`config.mk`:
```
export PLATFORM = sky130hd
export DESIGN_NAME = eps_core
export DESIGN_NICKNAME = d
export VERILOG_FILES = /design/src/include/eps_pkg.sv /design/src/rtl/eps_core.sv /design/src/rtl/eps_scaler.sv
export VERILOG_INCLUDE_DIRS = /design/src /design/src/include
export SDC_FILE = /design/constraint.sdc
export NUM_CORES = 2
export LEC_CHECK = 0
export BUFFER_PORTS_ARGS = -buffer_cell sky130_fd_sc_hd__buf_2
export CAP_MARGIN = 30
export CORE_ASPECT_RATIO = 0.8
export CORE_MARGIN = 1
export CORE_UTILIZATION = 70
export DETAILED_ROUTE_END_ITERATION = 10
export PLACE_DENSITY = 0.89
export SETUP_SLACK_MARGIN = 0.3
export SLEW_MARGIN = 10
export SYNTH_ARGS = -nofsm -noshare
export SYNTH_HDL_FRONTEND = slang
export SYNTH_SLANG_ARGS = --single-unit
```
`constraint.sdc`:
```
create_clock -name clk -period 14.55 [get_ports clk]
set_input_delay 2.91 -clock clk [delete_from_list [all_inputs] [get_ports clk]]
set_output_delay 2.91 -clock clk [all_outputs]
set_load 0.02 [all_outputs]
```
`src/include/eps_defs.svh`:
```
/*
 * Constants for the encoder position scaling and limit block: object
 * dictionary indexes, subindexes, field positions, reset values and abort codes.
 * Assumes it is included by bare name wherever these constants are needed.
 */
`ifndef EPS_DEFS_SVH
`define EPS_DEFS_SVH

// ----------------------------------------------------------------------
// object dictionary indexes
// ----------------------------------------------------------------------
`define EPS_IDX_TPDO2_MAP 16'h1a01
`define EPS_IDX_PROG_AREA 16'h1f50
`define EPS_IDX_PROG_CTRL 16'h1f51
`define EPS_IDX_POSITION 16'h2000
`define EPS_IDX_PRESET 16'h2013
`define EPS_IDX_OP_PARAM 16'h2100
`define EPS_IDX_STEPS_TURN 16'h2101
`define EPS_IDX_TOTAL 16'h2102
`define EPS_IDX_LOWER 16'h2104
`define EPS_IDX_UPPER 16'h2105

// ----------------------------------------------------------------------
// subindexes and fixed entry counts
// ----------------------------------------------------------------------
`define EPS_SUB_COUNT 8'h00
`define EPS_SUB_FIRST 8'h01
`define EPS_MAP_ENTRIES 32'h0000_0002
`define EPS_PROG_ENTRIES 32'h0000_0002
`define EPS_CTRL_ENTRIES 32'h0000_0002

// ----------------------------------------------------------------------
// reset values and command codes
// ----------------------------------------------------------------------
`define EPS_MAP_RESET 32'h6004_0020
`define EPS_CTRL_RESET 32'h0000_0000
`define EPS_PRESET_RESET 32'h0000_0000
`define EPS_OP_RESET 8'h00
`define EPS_LOWER_RESET 32'h0000_0000
`define EPS_UPPER_RESET 32'h0000_0000
`define EPS_CTRL_START 32'h0000_0001
`define EPS_CTRL_ERASE 32'h0000_0004

// ----------------------------------------------------------------------
// field positions
// ----------------------------------------------------------------------
`define EPS_OP_DIR_BIT 0
`define EPS_OP_MIN_BIT 1
`define EPS_OP_MAX_BIT 2
`define EPS_PV_MIN_BIT 30
`define EPS_PV_MAX_BIT 31
`define EPS_PV_POS_MSB 29

// ----------------------------------------------------------------------
// abort codes
// ----------------------------------------------------------------------
`define EPS_ABORT_NONE 32'h0000_0000
`define EPS_ABORT_RANGE 32'h0609_0030
`define EPS_ABORT_RO 32'h0601_0002
`define EPS_ABORT_WO 32'h0601_0001
`define EPS_ABORT_NO_OBJ 32'h0602_0000
`define EPS_ABORT_NO_SUB 32'h0609_0011

// ----------------------------------------------------------------------
// physical sensor defaults
// ----------------------------------------------------------------------
`define EPS_PHYS_TOTAL_DEF 32'h0100_0000
`define EPS_TURN_BITS_DEF 12

`endif

```
`src/include/eps_pkg.sv`:
```
/*
 * Types shared by the encoder position block: object dictionary request and
 * answer words.
 * Assumes nothing of its surroundings.
 */
`default_nettype none

package eps_pkg;

	// one object dictionary access, as handed over by the protocol layer
	typedef struct packed {
		logic wr;
		logic [15:0] index;
		logic [7:0] sub;
		logic [31:0] wdata;
	} eps_od_req_t;

	// answer: abort flag, abort code and read data
	typedef struct packed {
		logic abort;
		logic [31:0] abort_code;
		logic [31:0] rdata;
	} eps_od_rsp_t;

endpackage

`default_nettype wire

```
`src/rtl/eps_core.sv`:
```
/*
 * Object dictionary, preset, limit switches and process value of the encoder
 * position block, with the bootloader download and program control entries.
 * Assumes a protocol layer on the same clock that presents one access at a
 * time and a telegram strobe from the PDO logic on the same clock.
 */
`include "eps_defs.svh"
`default_nettype none

// How it works
// (RULE1) second PDO map: default word, count two
// (RULE2) download subindex one streams image words out
// (RULE3) control value one starts, four erases
// (RULE4) position readable, writes refused
// (RULE5) bit zero selects counting direction
// (RULE6) bits one, two enable limits; reset zero
// (RULE7) steps per turn above hardware refused
// (RULE8) master keeps total within physical total
// (RULE9) master computes scaled total range correctly
// (RULE10) physical over scaled total is integer
// (RULE11) preset write makes position read preset
// (RULE12) preset above total range refused
// (RULE13) limits above total range refused; reset zero
// (RULE14) process value: position low, status top
// (RULE15) bit 30 set at or below minimum
// (RULE16) bit 31 set at maximum reached
// (RULE17) status bit zero while its limit disabled
// (RULE18) status bit clears once condition ends
module eps_core #(
	parameter logic [31:0] PHYS_TOTAL = `EPS_PHYS_TOTAL_DEF,
	parameter int TURN_BITS = `EPS_TURN_BITS_DEF
)(
	// clock, reset, enable
	input wire logic clk,
	input wire logic rst_n,
	input wire logic ce,
	// sensor word and telegram timing
	input wire logic [31:0] raw_pos,
	input wire logic tx_strobe,
	// object dictionary access
	input wire logic od_valid,
	input wire eps_pkg::eps_od_req_t od_req,
	output logic od_done,
	output eps_pkg::eps_od_rsp_t od_rsp,
	// process value for the telegram
	output logic [31:0] process_value,
	output logic pv_valid,
	// bootloader
	output logic [31:0] prog_data,
	output logic prog_valid,
	output logic prog_start,
	output logic prog_erase
);

	// ----------------------------------------------------------------------
	// declarations
	// ----------------------------------------------------------------------
	localparam logic [32:0] PHYS_STEPS = 33'h0_0000_0001 << TURN_BITS;

	logic [31:0] map_reg;
	logic [31:0] ctrl_reg;
	logic [31:0] preset_reg;
	logic [7:0] op_reg;
	logic [31:0] spt_reg;
	logic [31:0] total_reg;
	logic [31:0] lower_reg;
	logic [31:0] upper_reg;
	logic [31:0] offset_reg;
	logic [31:0] offset_next;
	logic [31:0] dir_pos;
	logic [31:0] position;
	logic [31:0] code_next;
	logic [31:0] rdata_next;
	logic wr_ok;
	logic min_hit;
	logic max_hit;

	// true when a written value lies above the bound
	function automatic logic above(input logic [31:0] value, input logic [31:0] bound);
		above = value > bound;
	endfunction

	// true when the access targets this index and subindex
	function automatic logic hits(input logic [15:0] index, input logic [7:0] sub);
		hits = (od_req.index == index) && (od_req.sub == sub);
	endfunction

	// ----------------------------------------------------------------------
	// position pipeline
	// ----------------------------------------------------------------------
	eps_scaler #(
		.TURN_BITS(TURN_BITS)
	) u_scaler (
		.clk(clk),
		.rst_n(rst_n),
		.ce(ce),
		.raw_pin(raw_pos),
		.steps_per_turn(spt_reg),
		.total_range(total_reg),
		.ccw(op_reg[`EPS_OP_DIR_BIT]),
		.offset(offset_reg),
		.dir_pos(dir_pos),
		.position(position)
	);

	// ----------------------------------------------------------------------
	// access decode and answer
	// ----------------------------------------------------------------------
	always_comb
	begin
		code_next = `EPS_ABORT_NONE;
		rdata_next = 32'h0000_0000;
		case (od_req.index)
			`EPS_IDX_TPDO2_MAP:
				if (od_req.sub == `EPS_SUB_COUNT)
				begin
					rdata_next = `EPS_MAP_ENTRIES;
					if (od_req.wr)
						code_next = `EPS_ABORT_RO; // RULE1
				end
				else if (od_req.sub == `EPS_SUB_FIRST)
					rdata_next = map_reg;
				else
					code_next = `EPS_ABORT_NO_SUB;
			`EPS_IDX_PROG_AREA:
				if (od_req.sub == `EPS_SUB_COUNT)
				begin
					rdata_next = `EPS_PROG_ENTRIES;
					if (od_req.wr)
						code_next = `EPS_ABORT_RO;
				end
				else if (od_req.sub == `EPS_SUB_FIRST)
				begin
					if (!od_req.wr)
						code_next = `EPS_ABORT_WO; // RULE2
				end
				else
					code_next = `EPS_ABORT_NO_SUB;
			`EPS_IDX_PROG_CTRL:
				if (od_req.sub == `EPS_SUB_COUNT)
				begin
					rdata_next = `EPS_CTRL_ENTRIES;
					if (od_req.wr)
						code_next = `EPS_ABORT_RO;
				end
				else if (od_req.sub == `EPS_SUB_FIRST)
					rdata_next = ctrl_reg;
				else
					code_next = `EPS_ABORT_NO_SUB;
			`EPS_IDX_POSITION:
			begin
				rdata_next = position;
				if (od_req.wr)
					code_next = `EPS_ABORT_RO; // RULE4
			end
			`EPS_IDX_PRESET:
			begin
				rdata_next = preset_reg;
				if (od_req.wr && above(od_req.wdata, total_reg))
					code_next = `EPS_ABORT_RANGE; // RULE12
			end
			`EPS_IDX_OP_PARAM:
				rdata_next = {24'h00_0000, op_reg};
			`EPS_IDX_STEPS_TURN:
			begin
				rdata_next = spt_reg;
				if (od_req.wr && (od_req.wdata == 32'h0000_0000 ||
					above(od_req.wdata, PHYS_STEPS[31:0])))
					code_next = `EPS_ABORT_RANGE; // RULE7
			end
			`EPS_IDX_TOTAL:
			begin
				rdata_next = total_reg;
				if (od_req.wr && (od_req.wdata == 32'h0000_0000 ||
					above(od_req.wdata, PHYS_TOTAL)))
					code_next = `EPS_ABORT_RANGE; // RULE8
			end
			`EPS_IDX_LOWER:
			begin
				rdata_next = lower_reg;
				if (od_req.wr && above(od_req.wdata, total_reg))
					code_next = `EPS_ABORT_RANGE; // RULE13
			end
			`EPS_IDX_UPPER:
			begin
				rdata_next = upper_reg;
				if (od_req.wr && above(od_req.wdata, total_reg))
					code_next = `EPS_ABORT_RANGE; // RULE13
			end
			default:
				code_next = `EPS_ABORT_NO_OBJ;
		endcase
		// single-entry objects have no subindex other than zero
		if (od_req.index[15:12] == 4'h2 && od_req.sub != `EPS_SUB_COUNT)
			code_next = `EPS_ABORT_NO_SUB;
		if (code_next != `EPS_ABORT_NONE)
			rdata_next = 32'h0000_0000;
	end

	assign wr_ok = od_valid && od_req.wr && (code_next == `EPS_ABORT_NONE);

	always_ff @(posedge clk or negedge rst_n)
	begin
		if (!rst_n)
		begin
			od_done <= 1'b0;
			od_rsp <= '0;
		end
		else if (ce)
		begin
			od_done <= od_valid;
			if (od_valid)
			begin
				od_rsp.abort <= code_next != `EPS_ABORT_NONE;
				od_rsp.abort_code <= code_next;
				od_rsp.rdata <= rdata_next;
			end
		end
	end

	// ----------------------------------------------------------------------
	// configuration registers
	// ----------------------------------------------------------------------
	always_ff @(posedge clk or negedge rst_n)
	begin
		if (!rst_n)
			map_reg <= `EPS_MAP_RESET; // RULE1
		else if (ce && wr_ok && hits(`EPS_IDX_TPDO2_MAP, `EPS_SUB_FIRST))
			map_reg <= od_req.wdata;
	end

	always_ff @(posedge clk or negedge rst_n)
	begin
		if (!rst_n)
			op_reg <= `EPS_OP_RESET; // RULE6
		else if (ce && wr_ok && od_req.index == `EPS_IDX_OP_PARAM)
			op_reg <= od_req.wdata[7:0];
	end

	// scaling defaults to the physical resolution until the master changes it
	always_ff @(posedge clk or negedge rst_n)
	begin
		if (!rst_n)
		begin
			spt_reg <= PHYS_STEPS[31:0];
			total_reg <= PHYS_TOTAL;
		end
		else if (ce && wr_ok)
		begin
			if (od_req.index == `EPS_IDX_STEPS_TURN)
				spt_reg <= od_req.wdata; // RULE9
			if (od_req.index == `EPS_IDX_TOTAL)
				total_reg <= od_req.wdata; // RULE10
		end
	end

	always_ff @(posedge clk or negedge rst_n)
	begin
		if (!rst_n)
		begin
			lower_reg <= `EPS_LOWER_RESET;
			upper_reg <= `EPS_UPPER_RESET;
		end
		else if (ce && wr_ok)
		begin
			if (od_req.index == `EPS_IDX_LOWER)
				lower_reg <= od_req.wdata;
			if (od_req.index == `EPS_IDX_UPPER)
				upper_reg <= od_req.wdata;
		end
	end

	// ----------------------------------------------------------------------
	// preset
	// ----------------------------------------------------------------------
	// the offset is taken against the direction-corrected position, so a later
	// change of direction or scaling moves the reported value; preset again then
	always_comb
	begin
		if (od_req.wdata >= dir_pos)
			offset_next = od_req.wdata - dir_pos;
		else
			offset_next = 32'({1'b0, od_req.wdata} + {1'b0, total_reg} - {1'b0, dir_pos});
	end

	always_ff @(posedge clk or negedge rst_n)
	begin
		if (!rst_n)
		begin
			preset_reg <= `EPS_PRESET_RESET;
			offset_reg <= 32'h0000_0000;
		end
		else if (ce && wr_ok && od_req.index == `EPS_IDX_PRESET)
		begin
			preset_reg <= od_req.wdata;
			offset_reg <= offset_next; // RULE11
		end
	end

	// ----------------------------------------------------------------------
	// limit switches and process value
	// ----------------------------------------------------------------------
	assign min_hit = op_reg[`EPS_OP_MIN_BIT] && (position <= lower_reg); // RULE15 RULE17
	assign max_hit = op_reg[`EPS_OP_MAX_BIT] && (position >= upper_reg); // RULE16 RULE17

	// refreshed only per telegram, so a flag follows its condition each time
	always_ff @(posedge clk or negedge rst_n)
	begin
		if (!rst_n)
		begin
			process_value <= 32'h0000_0000;
			pv_valid <= 1'b0;
		end
		else if (ce)
		begin
			pv_valid <= tx_strobe;
			if (tx_strobe)
				process_value <= {max_hit, min_hit, position[`EPS_PV_POS_MSB:0]}; // RULE14 RULE18
		end
	end

	// ----------------------------------------------------------------------
	// bootloader download and program control
	// ----------------------------------------------------------------------
	always_ff @(posedge clk or negedge rst_n)
	begin
		if (!rst_n)
		begin
			prog_data <= 32'h0000_0000;
			prog_valid <= 1'b0;
		end
		else if (ce)
		begin
			prog_valid <= wr_ok && hits(`EPS_IDX_PROG_AREA, `EPS_SUB_FIRST); // RULE2
			if (wr_ok && hits(`EPS_IDX_PROG_AREA, `EPS_SUB_FIRST))
				prog_data <= od_req.wdata;
		end
	end

	always_ff @(posedge clk or negedge rst_n)
	begin
		if (!rst_n)
		begin
			ctrl_reg <= `EPS_CTRL_RESET;
			prog_start <= 1'b0;
			prog_erase <= 1'b0;
		end
		else if (ce)
		begin
			prog_start <= 1'b0;
			prog_erase <= 1'b0;
			if (wr_ok && hits(`EPS_IDX_PROG_CTRL, `EPS_SUB_FIRST))
			begin
				ctrl_reg <= od_req.wdata;
				prog_start <= od_req.wdata == `EPS_CTRL_START; // RULE3
				prog_erase <= od_req.wdata == `EPS_CTRL_ERASE; // RULE3
			end
		end
	end
endmodule // eps_core

`default_nettype wire

```
`src/rtl/eps_scaler.sv`:
```
/*
 * Position pipeline: synchronises the raw sensor word, scales it to user
 * steps, applies counting direction and adds the preset offset.
 * Assumes the raw word changes in a way that is safe to sample as a bus
 * (gray or held stable) and stays below the physical total steps.
 */
`include "eps_defs.svh"
`default_nettype none

module eps_scaler #(
	parameter int TURN_BITS = `EPS_TURN_BITS_DEF
)(
	// clock, reset, enable
	input wire logic clk,
	input wire logic rst_n,
	input wire logic ce,
	// raw sensor word from the pins
	input wire logic [31:0] raw_pin,
	// settings
	input wire logic [31:0] steps_per_turn,
	input wire logic [31:0] total_range,
	input wire logic ccw,
	input wire logic [31:0] offset,
	// results
	output logic [31:0] dir_pos,
	output logic [31:0] position
);

	logic [31:0] raw_meta_reg;
	logic [31:0] raw_sync_reg;
	logic [31:0] scaled_reg;
	logic [63:0] product;
	logic [32:0] sum;

	// physical steps per turn is a power of two, so the divide is a shift
	assign product = 64'(raw_sync_reg) * 64'(steps_per_turn);
	assign sum = {1'b0, dir_pos} + {1'b0, offset};

	always_ff @(posedge clk or negedge rst_n)
	begin
		if (!rst_n)
		begin
			raw_meta_reg <= 32'h0000_0000;
			raw_sync_reg <= 32'h0000_0000;
		end
		else if (ce)
		begin
			raw_meta_reg <= raw_pin;
			raw_sync_reg <= raw_meta_reg;
		end
	end

	always_ff @(posedge clk or negedge rst_n)
	begin
		if (!rst_n)
			scaled_reg <= 32'h0000_0000;
		else if (ce)
			scaled_reg <= product[TURN_BITS +: 32];
	end

	always_ff @(posedge clk or negedge rst_n)
	begin
		if (!rst_n)
			dir_pos <= 32'h0000_0000;
		else if (ce)
			dir_pos <= ccw ? total_range - 32'h0000_0001 - scaled_reg : scaled_reg; // RULE5
	end

	// a preset leaves the offset no higher than the total range, so one subtraction wraps the sum
	always_ff @(posedge clk or negedge rst_n)
	begin
		if (!rst_n)
			position <= 32'h0000_0000;
		else if (ce)
			position <= (sum >= {1'b0, total_range}) ?
				32'(sum - {1'b0, total_range}) : sum[31:0]; // RULE11
	end

endmodule // eps_scaler

`default_nettype wire

```
==> results_dict.tcl <==
set metrics [dict create \
    drive_above_1_share_pct 10.36 \
    grt_max_degree 177 \
    grt_usage_pct 47.11 \
    grt_pass1_vias 49332 \
    leakagePower_nw 32.14 \
    hold_violations 0 \
    path_clk_slew_ns 0.07 \
    ff2ff_setup_slack_ns 6.02 \
    slew-limit-headroom_pct 29.76 \
    fin_skew_ns 0.04721 \
    synth_top_area_share_pct 25.35 \
    vias 49172 \
    die-area_um2 85000 \
    cts-hold-fix-buffers 0 \
    io_pins 228 \
    cts-resized-gates 0 \
    design_area_um2 62780 \
    gp_congestion 1.105 \
    core.rowCount 94 \
    port_buffers 204 \
    crit_end "u_scaler.scaled_reg[26]" \
    nFillCells 5506 \
    fin_crit_sh_pct 58.65 \
    tns_ns 0 \
    hpwl_mm 151.1 \
    reg2reg_from "spt_reg[3]" \
    largest_reg_flops 40 \
    syn-instance-count 6202 \
    cts_made_buffers 57 \
    ys_seq_area_share_pct 22.74 \
    tightest_slew_ns 1.054 \
    async_reset_ff_share_pct 100.0 \
    ctsHtreeMaxLevel 2 \
    areaGrowthSynthToFinish_pct 6.976 \
    drt-pass1-iter-count 10 \
    insertion_delay_ns 0.69 \
    finalNetCount 7522 \
    hp-class "flip-flop to flip-flop" \
    die_w_um 325.7 \
    setup.worst_path.start_class "flip-flop" \
    wl_per_cell_um 26.64 \
    post_cts_buffers 0 \
    power_density_nw_per_um2 59.08 \
    cts.root.buffer_cell "clkbuf_16" \
    cts_tree "done" \
    ctsLongestPathBuffers 3 \
    status "completed" \
    drt_iter0_markers 6637 \
    globalRoute.totalOverflow 0 \
    crit_arrival_ns 9.07 \
    setup_viol 0 \
    rsz0062_at_grt "no" \
    die-height_um 261.0 \
    synthFlopType "dfrtp_1" \
    reg2reg_to "u_scaler.scaled_reg[26]" \
    ys_types 83 \
    top_register "od_rsp" \
    drcViolationCount 0 \
    irDropWorstVdd_mv 0.09294 \
    cts_sinks 533 \
    end_kind "flip-flop" \
    viasPerCell 6.609 \
    wl_mm 198.2 \
    ys_ff_latch 533 \
    crit_fanout 20 \
    layout_min_cycle_time_ns 8.533 \
    synthesis.area_um2 58690 \
    maxCapViolCount 0 \
    setup.worst_path.start "spt_reg[3]" \
    syn_area_per_cell_um2 9.462 \
    path_class "flip-flop to flip-flop" \
    slew_viol_final 0 \
    ys_warn_count 0 \
    synth-edff-count 0 \
    grt_pass1_wl_mm 298.7 \
    r2r_cells 25 \
    place_area_um2 60600 \
    fmax_mhz 117.2 \
    start_util_pct 71.08 \
    netlist.top_cell.by_area "fa_1" \
    detail-route-antenna-nets 0 \
    synth_area_leaders "fa_1 25%, dfrtp_1 22%, ha_1 8.8%, inv_1 6.3%, and2_1 5.1%" \
    worstPathRequired_ns 15.09 \
    antenna_found_initial 12 \
    coreArea_um2 82560 \
]
## critical path, cell delays in order, from the launching register on
cell	delay, ns
dfrtp_1	0.72
buf_4	0.36
and2_1	0.21
fa_1	0.43
inv_1	0.09
fa_1	0.42
fa_1	0.49
fa_1	0.54
inv_1	0.05
fa_1	0.49
inv_1	0.05
fa_1	0.55
inv_1	0.05
fa_1	0.47
fa_1	0.38
ha_1	0.38
a21oi_1	0.16
nor2_1	0.05
o21ai_0	0.24
nand4_1	0.15
o211ai_1	0.67
o221a_2	0.46
o21ai_0	0.16
o21ai_0	0.32
a2111oi_0	0.16
a211o_1	0.31
## through the flow
step	hold slack (ns)	utilization, %	setup WS (ns)	std cells	power [mW]
floorplan	0.4391	-	7.361	6224	1.894
global placement	0.4512	73.35	6.158	7306	2.128
detailed placement	0.4578	73.40	6.325	7309	2.147
CTS	0.4793	75.77	6.252	7415	3.659
global route	0.5030	76.00	5.627	7427	3.780
finish	0.4784	76.04	6.017	7440	3.709
## Yosys cell counts, drive strengths merged (27+ instances only)
| cell | n |
|---|---|
| o21a | 40 |
| and2 | 479 |
| nand2 | 645 |
| dfrtp | 527 |
| fa | 743 |
| a21o | 98 |
| xnor2 | 148 |
| buf | 62 |
| clkbuf | 253 |
| nor3 | 62 |
| inv | 982 |
| mux2i | 192 |
| a31oi | 29 |
| a22oi | 31 |
| nand3 | 69 |
| nor2b | 27 |
| ha | 412 |
| a211oi | 31 |
| xor2 | 45 |
| nand4 | 39 |
| nor2 | 227 |
| mux2 | 207 |
| o21ai | 242 |
| a21oi | 247 |
## final cells by class
cell class	count	area [um^2]	share of cell area (%)
multi-input combinational	4390	40410	64.36
sequential	533	13350	21.26
inverter	986	3701	5.895
timing repair buffer	305	1949	3.105
clock buffer	78	1625	2.589
tap	1104	1381	2.200
clock inverter	28	327.8	0.5222
antenna	16	40.04	0.06378
## kinds of logic (layout without fill, tap and decap cells)
family | after synthesis | in the layout | synth area share [%]
buffers and inverters | 1301 | 1397 | 8.611
other | 1 | 39 | 0.006390
flip-flops | 533 | 533 | 22.74
multiplexers | 399 | 399 | 7.247
adder cells (fa/ha/maj) | 1155 | 1155 | 34.13
XOR/XNOR | 193 | 193 | 2.880
AND/OR/NAND/NOR | 1677 | 1677 | 14.07
AO/OA/AOI/OAI | 943 | 943 | 10.31
## per-layer routing
metal	routed length (um)	track usage [%]	vias to the layer above	part of all wire (%)
li1	-	-	20145	-
met1	72090	63.83	24139	36
met2	78840	64.30	4087	40
met3	36820	23.20	795	19
met4	10380	19.56	6	5.2
met5	118	0.2174	-	0.060
## cell usage in the layout (no fill, tap or decap), types with 31 or more instances in the layout
cell type	synthesis	routed
inv_1	982	982
fa_1	743	743
nand2_1	645	645
dfrtp_1	527	525
and2_1	479	479
ha_1	412	412
a21oi_1	247	247
o21ai_0	237	237
nor2_1	226	225
mux2_2	207	207
buf_2	19	203
mux2i_1	192	192
xnor2_1	148	148
a21o_1	98	98
buf_4	33	88
nand3_1	69	67
nor3_1	60	59
clkbuf_16	0	57
xor2_1	45	45
o21a_1	40	40
nand4_1	39	39
a211oi_1	31	31
a22oi_1	31	31
## power by group
part	leakage [nW]	internal [mW]	switching (mW)	total (mW)
clock network	0.936	0.845	0.698	1.54
registers	6.35	1.52	0.0694	1.59
logic	24.9	0.174	0.406	0.580
## worst min path at each step
stage               depth (start not counted)           start              to
floorplan                                   2  preset_reg[31]  preset_reg[31]
global placement                            2  preset_reg[31]  preset_reg[31]
detailed placement                          2  preset_reg[31]  preset_reg[31]
CTS                                         2      od_rsp[23]      od_rsp[23]
global route                                1         od_done         od_done
finish                                      2      od_rsp[24]      od_rsp[24]
(Power assumes the default switching activity.)
